`config.mk`:
```
export PLATFORM = sky130hd
export DESIGN_NAME = ext_pin_change_irq
export DESIGN_NICKNAME = d
export VERILOG_FILES = /design/src/logic/ext_irq_pkg.sv /design/src/logic/ext_pin_change_irq.sv /design/src/logic/pin_filter_sync.sv
export VERILOG_INCLUDE_DIRS = /design/src /design/src/logic
export SDC_FILE = /design/constraint.sdc
export NUM_CORES = 1
export LEC_CHECK = 0
export ABC_AREA = 1
export BUFFER_PORTS_ARGS = -buffer_cell sky130_fd_sc_hd__buf_4
export CAP_MARGIN = 20
export CORE_MARGIN = 2
export CORE_UTILIZATION = 53
export DETAILED_ROUTE_END_ITERATION = 8
export PLACE_DENSITY_LB_ADDON = 0.08
export SKIP_LAST_GASP = 1
export SLEW_MARGIN = 20
export SYNTH_ARGS = -nofsm -noshare
export SYNTH_HDL_FRONTEND = slang
export SYNTH_SLANG_ARGS = --single-unit
```
`constraint.sdc`:
```
create_clock -name hclk -period 2.1 [get_ports hclk]
set_input_delay 0.63 -clock hclk [delete_from_list [all_inputs] [get_ports hclk]]
set_output_delay 0.63 -clock hclk [all_outputs]
set_load 0.1 [all_outputs]
```
`src/logic/ext_irq_params.svh`:
```
// Offsets, field positions, reset values and codes of the pin interrupt unit
// Operation
// - Sense field picks low level, any change, falling or rising edge for dedicated pin
// - Dedicated pin is sampled before edge detection; long pulses always request
// - Dedicated pin request needs its enable bit 6 and global enable
// - Pin activity requests even when the pin is driven as output
// - Group 2 enable bit 5 plus global enable; pins 17 to 12
// - Group 1 enable bit 4 plus global enable; pins 11 to 8
// - Group 0 enable bit 3 plus global enable; pins 7 to 0
// - Dedicated flag bit 6 sets on pin activity; request when flag and enables set
// - Each flag clears when the core runs its handler
// - Writing one clears a flag; writing zero leaves it
// - In low-level mode dedicated flag reads zero; request follows pin level
// - Group flags at bits 5, 4, 3 set on change in group 2, 1, 0
// - A pin counts only with its mask bit and its group enable set
// - Mask bits map one-to-one onto pins across three mask registers
// - Reserved bits read zero and ignore writes
// - Pin change detection also works without clock for wake-up
// - Edge modes need the clock; low level wakes without it
`ifndef EXT_IRQ_PARAMS_SVH
`define EXT_IRQ_PARAMS_SVH

`define IDX_MASK_LOW 8'h27
`define IDX_MASK_MID 8'h28
`define IDX_MASK_HIGH 8'h29
`define IDX_SENSE 8'h36
`define IDX_FLAGS 8'h3B
`define IDX_ENABLES 8'h3C

`define BIT_DEDICATED 6
`define BIT_GROUP2 5
`define BIT_GROUP1 4
`define BIT_GROUP0 3
`define SENSE_MSB 1
`define SENSE_LSB 0

`define WIDTH_MASK_LOW 8
`define WIDTH_MASK_MID 4
`define WIDTH_MASK_HIGH 6
`define NUM_PC_PINS 18
`define NUM_GROUPS 3

`define RST_MASK_LOW 8'h00
`define RST_MASK_MID 4'h0
`define RST_MASK_HIGH 6'h00
`define RST_SENSE 2'h0

`define SENSE_CODE_LOW 2'h0
`define SENSE_CODE_ANY 2'h1
`define SENSE_CODE_FALL 2'h2
`define SENSE_CODE_RISE 2'h3

`define GROUP0_PINS 18'h0_00FF
`define GROUP1_PINS 18'h0_0F00
`define GROUP2_PINS 18'h3_F000

`endif

```
`src/logic/ext_irq_pkg.sv`:
```
// Types shared by the pin interrupt unit
package ext_irq_pkg;

  // One bit per interrupt source
  typedef struct packed {
    logic dedicated;
    logic [2:0] group;
  } irq_vec_t;

  // Raw external pins watched by the unit
  typedef struct packed {
    logic dedicated;
    logic [17:0] pin_change_input;
  } pin_bus_t;

  typedef enum logic [1:0] {
    BUS_IDLE,
    BUS_WRITE,
    BUS_RWAIT,
    BUS_RDONE
  } bus_state_t;

endpackage

```
`src/logic/ext_pin_change_irq.sv`:
```
// External pin and pin change interrupt unit with AHB-Lite register slave
`timescale 1ns/10ps
`default_nettype none
`include "ext_irq_params.svh"
module ext_pin_change_irq (
  input wire logic hclk, // System clock
  input wire logic hresetn, // Async reset, active low
  input wire logic hsel, // Slave select
  input wire logic [31:0] haddr, // Byte address
  input wire logic [1:0] htrans, // Transfer type
  input wire logic hwrite, // Write when high
  input wire logic [2:0] hsize, // Transfer size
  input wire logic [31:0] hwdata, // Write data
  input wire logic hready, // Bus ready
  output logic hreadyout, // Slave ready
  output logic [31:0] hrdata, // Read data
  output logic hresp, // Always OKAY
  input wire ext_irq_pkg::pin_bus_t pin_in, // Raw pins
  input wire logic global_irq_en, // Core status word I bit
  input wire ext_irq_pkg::irq_vec_t irq_ack, // Core vector taken
  output ext_irq_pkg::irq_vec_t irq_req, // Requests to core
  output logic wake_req // Clockless wake-up
);
  import ext_irq_pkg::*;

  // Bus slave state
  bus_state_t state_r;
  logic [7:0] idx_r;
  logic mapped_r;
  logic accept;
  logic wr_en;
  logic [7:0] wr_byte;
  logic [7:0] rd_byte;
  logic [31:0] hrdata_r;
  logic wr_mask_low;
  logic wr_mask_mid;
  logic wr_mask_high;
  logic wr_sense;
  logic wr_flags;
  logic wr_enables;
  logic [7:0] flags_byte;
  logic [7:0] enables_byte;

  // Register contents
  logic [`WIDTH_MASK_LOW-1:0] mask_low_r;
  logic [`WIDTH_MASK_MID-1:0] mask_mid_r;
  logic [`WIDTH_MASK_HIGH-1:0] mask_high_r;
  logic [1:0] sense_r;
  irq_vec_t enables_r;
  irq_vec_t flags_r;

  // Pin path
  logic [`NUM_PC_PINS:0] stable;
  logic [`NUM_PC_PINS:0] prev_r;
  logic [`NUM_PC_PINS-1:0] pc_mask;
  logic [`NUM_PC_PINS-1:0] pc_change;
  logic [`NUM_PC_PINS-1:0] grp_en_bits;
  logic ded_stable;
  logic ded_prev;
  logic ded_rise;
  logic ded_fall;
  logic ded_event;
  logic level_mode;
  logic [`NUM_GROUPS-1:0] grp_hit;
  irq_vec_t flag_clr;
  // Request and wake helpers
  irq_vec_t armed;
  logic ded_pending;
  logic [`NUM_PC_PINS-1:0] pc_live;
  logic wake_level;
  logic [`NUM_PC_PINS-1:0] raw_change;
  logic wake_change;

  // Address phase taken on hready with NONSEQ or SEQ
  assign accept = hsel & hready & htrans[1];

  // Phase tracker; a read stalls one cycle, a write none
  always_ff @(posedge hclk or negedge hresetn) begin
    if (!hresetn) begin
      state_r <= BUS_IDLE;
    end else begin
      case (state_r)
        BUS_RWAIT: begin
          state_r <= BUS_RDONE;
        end
        BUS_IDLE, BUS_WRITE, BUS_RDONE: begin
          if (accept) begin
            state_r <= hwrite ? BUS_WRITE : BUS_RWAIT;
          end else begin
            state_r <= BUS_IDLE;
          end
        end
        default: begin
          state_r <= BUS_IDLE;
        end
      endcase
    end
  end

  always_ff @(posedge hclk or negedge hresetn) begin
    if (!hresetn) begin
      idx_r <= 8'h00;
      mapped_r <= 1'b0;
    end else if (accept) begin
      idx_r <= haddr[9:2];
      // Only aligned whole-word transfers with clear upper bits reach a register
      mapped_r <= (haddr[31:10] == 22'h00_0000) &
        (haddr[1:0] == 2'h0) &
        (hsize == 3'h2);
    end
  end

  // One wait state on reads so read data comes from a flop
  assign hreadyout = (state_r != BUS_RWAIT);
  assign hresp = 1'b0;
  assign wr_en = (state_r == BUS_WRITE) & mapped_r;
  assign wr_byte = hwdata[7:0];

  // Per-register write strobes, live in the write data phase only
  assign wr_mask_low = wr_en & (idx_r == `IDX_MASK_LOW);
  assign wr_mask_mid = wr_en & (idx_r == `IDX_MASK_MID);
  assign wr_mask_high = wr_en & (idx_r == `IDX_MASK_HIGH);
  assign wr_sense = wr_en & (idx_r == `IDX_SENSE);
  assign wr_flags = wr_en & (idx_r == `IDX_FLAGS);
  assign wr_enables = wr_en & (idx_r == `IDX_ENABLES);

  // Flag and enable bytes share one layout; all other bits stay zero
  always_comb begin
    flags_byte = 8'h00;
    flags_byte[`BIT_DEDICATED] = flags_r.dedicated;
    flags_byte[`BIT_GROUP2] = flags_r.group[2];
    flags_byte[`BIT_GROUP1] = flags_r.group[1];
    flags_byte[`BIT_GROUP0] = flags_r.group[0];
    enables_byte = 8'h00;
    enables_byte[`BIT_DEDICATED] = enables_r.dedicated;
    enables_byte[`BIT_GROUP2] = enables_r.group[2];
    enables_byte[`BIT_GROUP1] = enables_r.group[1];
    enables_byte[`BIT_GROUP0] = enables_r.group[0];
  end

  // Read mux; reserved and unmapped bits read as zero
  always_comb begin
    rd_byte = 8'h00;
    if (mapped_r) begin
      case (idx_r)
        `IDX_MASK_LOW: begin
          rd_byte = mask_low_r;
        end
        `IDX_MASK_MID: begin
          rd_byte = {4'h0, mask_mid_r};
        end
        `IDX_MASK_HIGH: begin
          rd_byte = {2'h0, mask_high_r};
        end
        `IDX_SENSE: begin
          rd_byte[`SENSE_MSB:`SENSE_LSB] = sense_r;
        end
        `IDX_FLAGS: begin
          rd_byte = flags_byte;
        end
        `IDX_ENABLES: begin
          rd_byte = enables_byte;
        end
        default: begin
          rd_byte = 8'h00;
        end
      endcase
    end
  end

  always_ff @(posedge hclk or negedge hresetn) begin
    if (!hresetn) begin
      hrdata_r <= 32'h0000_0000;
    end else if (state_r == BUS_RWAIT) begin
      hrdata_r <= {24'h00_0000, rd_byte};
    end
  end

  assign hrdata = hrdata_r;

  // Mask registers, only defined bits stored
  always_ff @(posedge hclk or negedge hresetn) begin
    if (!hresetn) begin
      mask_low_r <= `RST_MASK_LOW;
      mask_mid_r <= `RST_MASK_MID;
      mask_high_r <= `RST_MASK_HIGH;
    end else begin
      if (wr_mask_low) begin
        mask_low_r <= wr_byte;
      end
      if (wr_mask_mid) begin
        mask_mid_r <= wr_byte[`WIDTH_MASK_MID-1:0];
      end
      if (wr_mask_high) begin
        mask_high_r <= wr_byte[`WIDTH_MASK_HIGH-1:0];
      end
    end
  end

  // Sense field; sleep bits sharing this register are not kept here
  always_ff @(posedge hclk or negedge hresetn) begin
    if (!hresetn) begin
      sense_r <= `RST_SENSE;
    end else if (wr_sense) begin
      sense_r <= wr_byte[`SENSE_MSB:`SENSE_LSB];
    end
  end

  always_ff @(posedge hclk or negedge hresetn) begin
    if (!hresetn) begin
      enables_r <= '0;
    end else if (wr_enables) begin
      enables_r.dedicated <= wr_byte[`BIT_DEDICATED];
      enables_r.group[2] <= wr_byte[`BIT_GROUP2];
      enables_r.group[1] <= wr_byte[`BIT_GROUP1];
      enables_r.group[0] <= wr_byte[`BIT_GROUP0];
    end
  end

  // Pins are sampled whatever their port direction
  pin_filter_sync #(
    .WIDTH(`NUM_PC_PINS + 1)
  ) u_sync (
    .clk(hclk),
    .rst_n(hresetn),
    .async_in({pin_in.dedicated, pin_in.pin_change_input}),
    .stable_out(stable)
  );

  // History resets low like the filter output, so reset brings no false edge
  always_ff @(posedge hclk or negedge hresetn) begin
    if (!hresetn) begin
      prev_r <= '0;
    end else begin
      prev_r <= stable;
    end
  end

  // Dedicated pin edge detect on sampled level
  assign ded_stable = stable[`NUM_PC_PINS];
  assign ded_prev = prev_r[`NUM_PC_PINS];
  assign ded_rise = ded_stable & ~ded_prev;
  assign ded_fall = ~ded_stable & ded_prev;
  assign level_mode = (sense_r == `SENSE_CODE_LOW);

  always_comb begin
    ded_event = 1'b0;
    case (sense_r)
      `SENSE_CODE_ANY: begin
        ded_event = ded_rise | ded_fall;
      end
      `SENSE_CODE_FALL: begin
        ded_event = ded_fall;
      end
      `SENSE_CODE_RISE: begin
        ded_event = ded_rise;
      end
      default: begin
        ded_event = 1'b0;
      end
    endcase
  end

  // Per-pin gating by mask and group enable
  assign pc_mask = {mask_high_r, mask_mid_r, mask_low_r};
  assign pc_change = stable[`NUM_PC_PINS-1:0] ^ prev_r[`NUM_PC_PINS-1:0];
  // A pin counts only with its own mask bit set
  assign pc_live = pc_change & pc_mask;
  assign grp_en_bits = ({`NUM_PC_PINS{enables_r.group[0]}} & `GROUP0_PINS)
    | ({`NUM_PC_PINS{enables_r.group[1]}} & `GROUP1_PINS)
    | ({`NUM_PC_PINS{enables_r.group[2]}} & `GROUP2_PINS);

  // Write-one-to-clear or core acknowledge
  always_comb begin
    flag_clr = irq_ack;
    if (wr_flags) begin
      flag_clr.dedicated = irq_ack.dedicated | wr_byte[`BIT_DEDICATED];
      flag_clr.group[2] = irq_ack.group[2] | wr_byte[`BIT_GROUP2];
      flag_clr.group[1] = irq_ack.group[1] | wr_byte[`BIT_GROUP1];
      flag_clr.group[0] = irq_ack.group[0] | wr_byte[`BIT_GROUP0];
    end
  end

  genvar g;
  generate
    for (g = 0; g < `NUM_GROUPS; g++) begin : g_group
      localparam logic [`NUM_PC_PINS-1:0] SEL = (g == 0) ? `GROUP0_PINS :
        (g == 1) ? `GROUP1_PINS : `GROUP2_PINS;
      assign grp_hit[g] = |(pc_live & SEL) & enables_r.group[g];

      // New event wins over a clear in the same cycle
      always_ff @(posedge hclk or negedge hresetn) begin
        if (!hresetn) begin
          flags_r.group[g] <= 1'b0;
        end else if (grp_hit[g]) begin
          flags_r.group[g] <= 1'b1;
        end else if (flag_clr.group[g]) begin
          flags_r.group[g] <= 1'b0;
        end
      end
    end
  endgenerate

  // Dedicated flag held clear in level mode
  // An edge wins over a clear in the same cycle
  always_ff @(posedge hclk or negedge hresetn) begin
    if (!hresetn) begin
      flags_r.dedicated <= 1'b0;
    end else if (level_mode) begin
      flags_r.dedicated <= 1'b0;
    end else if (ded_event) begin
      flags_r.dedicated <= 1'b1;
    end else if (flag_clr.dedicated) begin
      flags_r.dedicated <= 1'b0;
    end
  end

  // A source is armed only with its own enable and the core's global enable
  always_comb begin
    armed.dedicated = global_irq_en & enables_r.dedicated;
    armed.group[2] = global_irq_en & enables_r.group[2];
    armed.group[1] = global_irq_en & enables_r.group[1];
    armed.group[0] = global_irq_en & enables_r.group[0];
  end

  // Level mode presents the filtered pin, so the request drops once the pin rises
  assign ded_pending = level_mode ? ~ded_stable : flags_r.dedicated;

  // Requests to the core
  always_comb begin
    irq_req.dedicated = armed.dedicated & ded_pending;
    irq_req.group = armed.group & flags_r.group;
  end

  // Clockless wake path; edge modes cannot wake, they need the clock
  assign wake_level = enables_r.dedicated & level_mode & ~pin_in.dedicated;
  // Raw pins against the filtered copy, so a change shows before the flops see it
  assign raw_change = pin_in.pin_change_input ^ stable[`NUM_PC_PINS-1:0];
  assign wake_change = |(raw_change & pc_mask & grp_en_bits);
  assign wake_req = global_irq_en & (wake_level | wake_change);

endmodule
`default_nettype wire

```
`src/logic/pin_filter_sync.sv`:
```
// Three-stage pin synchroniser with agreement filter
`timescale 1ns/10ps
`default_nettype none
module pin_filter_sync #(
  parameter int WIDTH = 19
) (
  input wire logic clk, // System clock
  input wire logic rst_n, // Async reset, active low
  input wire logic [WIDTH-1:0] async_in, // Raw pin levels
  output logic [WIDTH-1:0] stable_out // Filtered levels
);

  logic [WIDTH-1:0] meta_r;
  logic [WIDTH-1:0] sync_r;
  logic [WIDTH-1:0] check_r;

  genvar i;
  generate
    for (i = 0; i < WIDTH; i++) begin : g_bit
      always_ff @(posedge clk or negedge rst_n) begin
        if (!rst_n) begin
          meta_r[i] <= 1'b0;
          sync_r[i] <= 1'b0;
          check_r[i] <= 1'b0;
          stable_out[i] <= 1'b0;
        end else begin
          meta_r[i] <= async_in[i];
          sync_r[i] <= meta_r[i];
          check_r[i] <= sync_r[i];
          // Change accepted only when stages two and three agree
          if (sync_r[i] == check_r[i]) begin
            stable_out[i] <= check_r[i];
          end
        end
      end
    end
  endgenerate

endmodule
`default_nettype wire
```
==> results of run 1 <==
## kinds of logic after synthesis
group / Yosys count / synth area share (%)
simple gates: 280 / 21.5
fa+ha+maj: 21 / 3.68
other cells: 1 / 0.0642
flops: 142 / 60.8
buf+inv: 97 / 8.07
compound gates: 51 / 5.57
xor+xnor: 2 / 0.300
## per-stage QoR
stage | setup slack [ns] | cell area (sq um) | total power [uW] | cells
3_3_place_gp | -0.362 | 6770 | 3970 | 837
3_5_place_dp | -0.359 | 6770 | 3990 | 837
4_1_cts | -0.385 | 7570 | 7320 | 877
5_1_grt | -0.480 | 7660 | 7580 | 885
6_report | -0.343 | 7660 | 7280 | 885
2_1_floorplan | -0.341 | 5970 | 3700 | 618
## registers in the layout, summed over array words and instances, names as in the netlist
register	flops
mapped_r	1
u_sync.meta_r	19
flags_byte	4
mask_mid_r	4
state_r	2
enables_byte	4
hrdata	8
u_sync.sync_r	19
sense_r	2
idx_r	8
u_sync.stable_out	19
prev_r	19
mask_high_r	6
mask_low_r	8
u_sync.check_r	19
## worst max-delay path, cell delays in order, from the launching register on
cell and delay [ns]:
dfrtp_1 0.39, or2_4 0.25, nand3_2 0.06, nand2_2 0.06
inv_2 0.05, nand2_2 0.05, nand2_2 0.08, nand3_2 0.08
nand2_2 0.07, inv_2 0.04, buf_12 0.15
## metal layers
metal	wire [um]	GRT usage, %	vias to the layer above
li1	-	-	2138
met1	5550	31.2	2096
met2	6380	37.7	117
met3	710	5.26	25
met4	260	9.52	0
met5	0	0	-
## cells in the mapped netlist
cell and n:
a2111oi_0 1, a21oi_1 2, buf_2 2, buf_4 26, buf_6 1, clkbuf_1 2, conb_1 1, dfrtp_1 142
ha_1 2, inv_1 62, inv_2 4, maj3_1 19, nand2_1 161, nand2_2 1, nand2_4 1, nand3_1 55
nand3_2 2, nand3b_1 1, nand4_1 9, nor2_1 25, nor2_2 1, nor3_1 4, nor3_2 2, nor3_4 2
nor3b_1 1, nor4_1 4, o211ai_1 2, o21a_1 1, o21ai_0 28, o21ai_2 13, o221ai_1 2, o22ai_1 2
or2_2 11, xor2_1 2
## area by class of cell
cell class / instances / share of cell area, %
inverters: 66 / 3.23
multi-input cells: 379 / 26.1
well taps: 140 / 2.29
clock inverters: 5 / 1.96
flip-flops and latches: 142 / 46.5
repair buffers: 127 / 13.5
clock buffers: 26 / 6.50
## path summary, 6_finish.rpt
kind                       cells after the start             startpoint                    to
setup / recovery                              10  u_sync.stable_out[13]              wake_req
min in group asynchronous                      2                hresetn      u_sync.meta_r[5]
hold reg to reg                                0      u_sync.meta_r[11]     u_sync.sync_r[11]
hold / removal                                 1             pin_in[16]     u_sync.meta_r[16]
max in group asynchronous                      3                hresetn  u_sync.stable_out[6]
setup reg to reg                               6               idx_r[2]         flags_byte[4]
## timing repair
action	4_1_cts	5_1_grt
endpoints found under the setup margin	4	5
hold endpoints to repair	1	0
hold buffers	1	0
pin swaps	6	6
gates resized for setup	24	16
buffers inserted	8	8
## where the power goes
part	leakage (uW)	switching [uW]	total (uW)	internal, uW
clock network	0.000316	1050	3260	2200
logic	0.00205	650	990	340
registers	0.00160	121	3040	2920
==> impl_metrics.json, run 1 <==
{
  "outcome": "finished with violations",
  "violations": "negative setup slack",
  "tritoncts": "built",
  "tns_ns": -0.650,
  "r2r_slack_ns": 0.41,
  "ant_nets": 0,
  "grt_antenna_before_repair": 0,
  "gr-total-overflow": 0,
  "endpoint_kind": "output port",
  "leakagePower_uw": 0.00397,
  "regArea_sq_um": 3560,
  "critPathKind": "reg2out",
  "grt_pass1_wl_um": 20700,
  "final_cell_mix": "nand2_1 (156), dfrtp_1 (135), buf_4 (116)",
  "final-max-slew-violation-count": 0,
  "die_h_um": 109,
  "core_area_sq_um": 10800,
  "vdd_drop_max_mv": 0.767,
  "postLayoutCoreUtil_pct": 71.0,
  "die_x_um": 109,
  "nets": 833,
  "mostFrequentLayoutCell": "nand2_1",
  "powerDensity_nw_per_um2": 950,
  "cts_max_path_buffers": 2,
  "rows": 38,
  "synth.avg_cell_area_sq_um": 9.83,
  "cts.sinks": 142,
  "min-delay-path-class": "in2reg",
  "ios": 137,
  "place.gp.congestion": 0.933,
  "dpl.hpwl_um": 9270,
  "io_buffers": 86,
  "yosys_register_bits": 142,
  "synth_top_area_cell": "dfrtp_1",
  "hold_viol": 0,
  "maxCapViolCount": 0,
  "clockRootBuffer": "clkbuf_8",
  "path_clk_slew_ns": 0.06,
  "cp.arrival_ns": 1.81,
  "wirelength_um": 12900,
  "synth_top_area_share_pct": 60.8,
  "synth.area.top_cells": "dfrtp_1 (61%), nand2_1 (10%), nand3_1 (4.7%)",
  "diodes": 0,
  "timing.hold.ws_ns": 0.230,
  "skew_ns": 0.00513,
  "drive_gt1_share_pct": 29.4,
  "die-area_sq_um": 11900,
  "fin_ws_ns": -0.343,
  "clk_latency_ns": 0.52,
  "synth_area_sq_um": 5840,
  "clock.fmax_mhz": 409,
  "setup_viol": 2,
  "cp_max_fo": 2,
  "grt_setup_unrepaired": "yes",
  "multi_input_area_sq_um": 2000,
  "htreeDepth": 4,
  "grt_pass1_vias": 4330,
  "area_delta_synth_final_pct": 31.2,
  "numCtsBuffers": 17,
  "drtIter0Drc": 305,
  "crit_required_ns": 1.47,
  "worstSetupStartpointType": "flop",
  "n_fill_cell": 835,
  "vias": 4376,
  "initial_core_util_pct": 54.1,
  "dr.pass1.iters": 7,
  "wl_per_cell_um": 14.6,
  "drc": 0,
  "syn_inst": 594,
  "post_synth_num_cell_types": 34,
  "yosysWarningCount": 0,
  "post-route-min-period_ns": 2.44,
  "seq_area_frac_synth_pct": 60.8,
  "gr-usage-all-layers_pct": 23.5,
  "period_share_pct": 116,
  "post_drt_via_cell_ratio": 4.94,
  "grt_max_degree": 43
}
No activity file was read; power rests on OpenSTA's default activity.
==> run 2, diff against run 1 <==
- BUFFER_PORTS_ARGS: -buffer_cell sky130_fd_sc_hd__buf_4 -> default
- CORE_UTILIZATION: 53 -> 55
- DONT_BUFFER_PORTS: default -> 1
==> run 2 against run 1 <==
The flow finishes with violations (negative hold slack, negative setup slack). Wire length fell by 7.0%. Clock-buffer cell count fell by 8. Cell count fell by 11%. Register-to-register slack improved by 0.12 ns. Cell area fell by 10%. Fmax fell by 0.29%. Sequential power barely moved. Worst hold slack got worse by 0.44 ns. Sequential cell count did not move. Non-clock buffer count fell by 95. Clock skew rose by 0.00057 ns. Via count fell by 7.9%. Largest cell class unchanged.
==> impl_metrics.json, run 2 (synthesis results as in run 1) <==
{
  "outcome": "finished with violations",
  "violations": "negative hold slack, negative setup slack",
  "area_delta_synth_final_pct": 17.5,
  "cts_max_path_buffers": 2,
  "timing.hold.ws_ns": -0.214,
  "dpl.hpwl_um": 8360,
  "dr.pass1.iters": 4,
  "grt_pass1_wl_um": 19600,
  "skew_ns": 0.00570,
  "layoutNonFillerInstCount": 787,
  "ant_nets": 0,
  "path_clk_slew_ns": 0.06,
  "vias": 4030,
  "io_buffers": 0,
  "numCtsBuffers": 17,
  "period_share_pct": 117,
  "fin_ws_ns": -0.350,
  "regArea_sq_um": 3560,
  "grt_antenna_before_repair": 0,
  "cp_cell_sequence": "or2_4 > nand3_2 > nand2_1 > inv_1 > nand2_1 > nand2_2 > nand3_2 > nand2_2 > inv_2 > buf_12",
  "place.gp.congestion": 0.899,
  "powerDensity_nw_per_um2": 970,
  "critPathKind": "reg2out",
  "gr-usage-all-layers_pct": 23.1,
  "worstSetupStartpointType": "flop",
  "place_inst": 746,
  "cts.sinks": 142,
  "p_total_uw": 6660,
  "hold_viol": 142,
  "n_fill_cell": 825,
  "drive_gt1_share_pct": 19.7,
  "grt_pass1_vias": 4001,
  "dpl_worst_slack_ns": -0.181,
  "min-delay-path-class": "in2async",
  "mostFrequentLayoutCell": "nand2_1",
  "die_h_um": 107,
  "core_area_sq_um": 10300,
  "leakagePower_uw": 0.00349,
  "post-route-min-period_ns": 2.45,
  "cpPeakStageDelay_ns": 0.40,
  "critPathSlowestCell": "dfrtp_1",
  "drc": 0,
  "wl_per_cell_um": 15.2,
  "postLayoutCoreUtil_pct": 66.5,
  "grt_max_degree": 143,
  "cp_top_family": "simple AND/OR/NAND/NOR gates",
  "die_x_um": 107,
  "rows": 37,
  "maxCapViolCount": 0,
  "clock.fmax_mhz": 408,
  "initial_core_util_pct": 56.6,
  "post_drt_via_cell_ratio": 5.12,
  "clk_latency_ns": 0.54,
  "diodes": 0,
  "nets": 738,
  "endpoint_kind": "output port",
  "gr-total-overflow": 0,
  "grt_setup_unrepaired": "yes",
  "clockRootBuffer": "clkbuf_8",
  "setup_viol": 2,
  "cp_max_fo": 2,
  "final_cell_mix": "nand2_1 (156), dfrtp_1 (134), inv_1 (58)",
  "vdd_drop_max_mv": 0.854,
  "cp_num_buf_inv": 3,
  "tritoncts": "built",
  "wirelength_um": 12000,
  "multi_input_area_sq_um": 2000,
  "htreeDepth": 4,
  "final-max-slew-violation-count": 0,
  "drtIter0Drc": 204,
  "die-area_sq_um": 11500,
  "crit_required_ns": 1.47,
  "ios": 137,
  "cp.arrival_ns": 1.82
}
-- run 2: final cells by class --
cell class                 count  area share, %
clock buffer                  18           6.23
clock inverter                14           2.10
timing repair buffer          32           4.58
tap                          136           2.48
inverter                      66           3.61
sequential                   142           51.9
multi-input combinational    379           29.1
-- run 2: path summary, 6_finish.rpt --
path / depth (start not counted) / slack [ns] / end / from
setup / recovery: 10 / -0.35 / wake_req / u_sync.stable_out[14]
hold / removal: 0 / -0.21 / u_sync.sync_r[4] / hresetn
setup reg to reg: 7 / 0.53 / mask_high_r[4] / idx_r[7]
hold reg to reg: 0 / 0.35 / u_sync.sync_r[0] / u_sync.meta_r[0]
max in group asynchronous: 0 / 2.19 / prev_r[15] / hresetn
min in group hclk: 0 / 0.12 / u_sync.meta_r[7] / pin_in[7]
-- run 2: routing by layer --
layer | part of all wire, % | global-route usage (%)
met1 | 43 | 30.2
met2 | 48 | 35.2
met3 | 6.3 | 7.90
met4 | 2.4 | 9.93
met5 | 0 | 0
-- run 2: power breakdown --
part           switching [uW]  leakage (uW)  internal (uW)
sequential                124       0.00160           2910
combinational             548       0.00162            220
clock                    1140      0.000269           1710
total                    1810       0.00349           4850
-- run 2: through the flow --
step / hold WS [ns] / TNS, ns / cell area [sq um]
finish: -0.214 / -0.592 / 6860
global route: -0.249 / -0.775 / 6860
CTS: -0.239 / -0.684 / 6820
detailed placement: 0.335 / -0.181 / 6160
global placement: 0.332 / -0.190 / 6160
floorplan: 0.331 / -0.703 / 5970
-- run 2: timing repair --
action,CTS,global route
buffers inserted,6,3
hold endpoints to repair,142,142
pin swaps,8,2
resized for setup,18,11
endpoints found under the setup margin,3,5
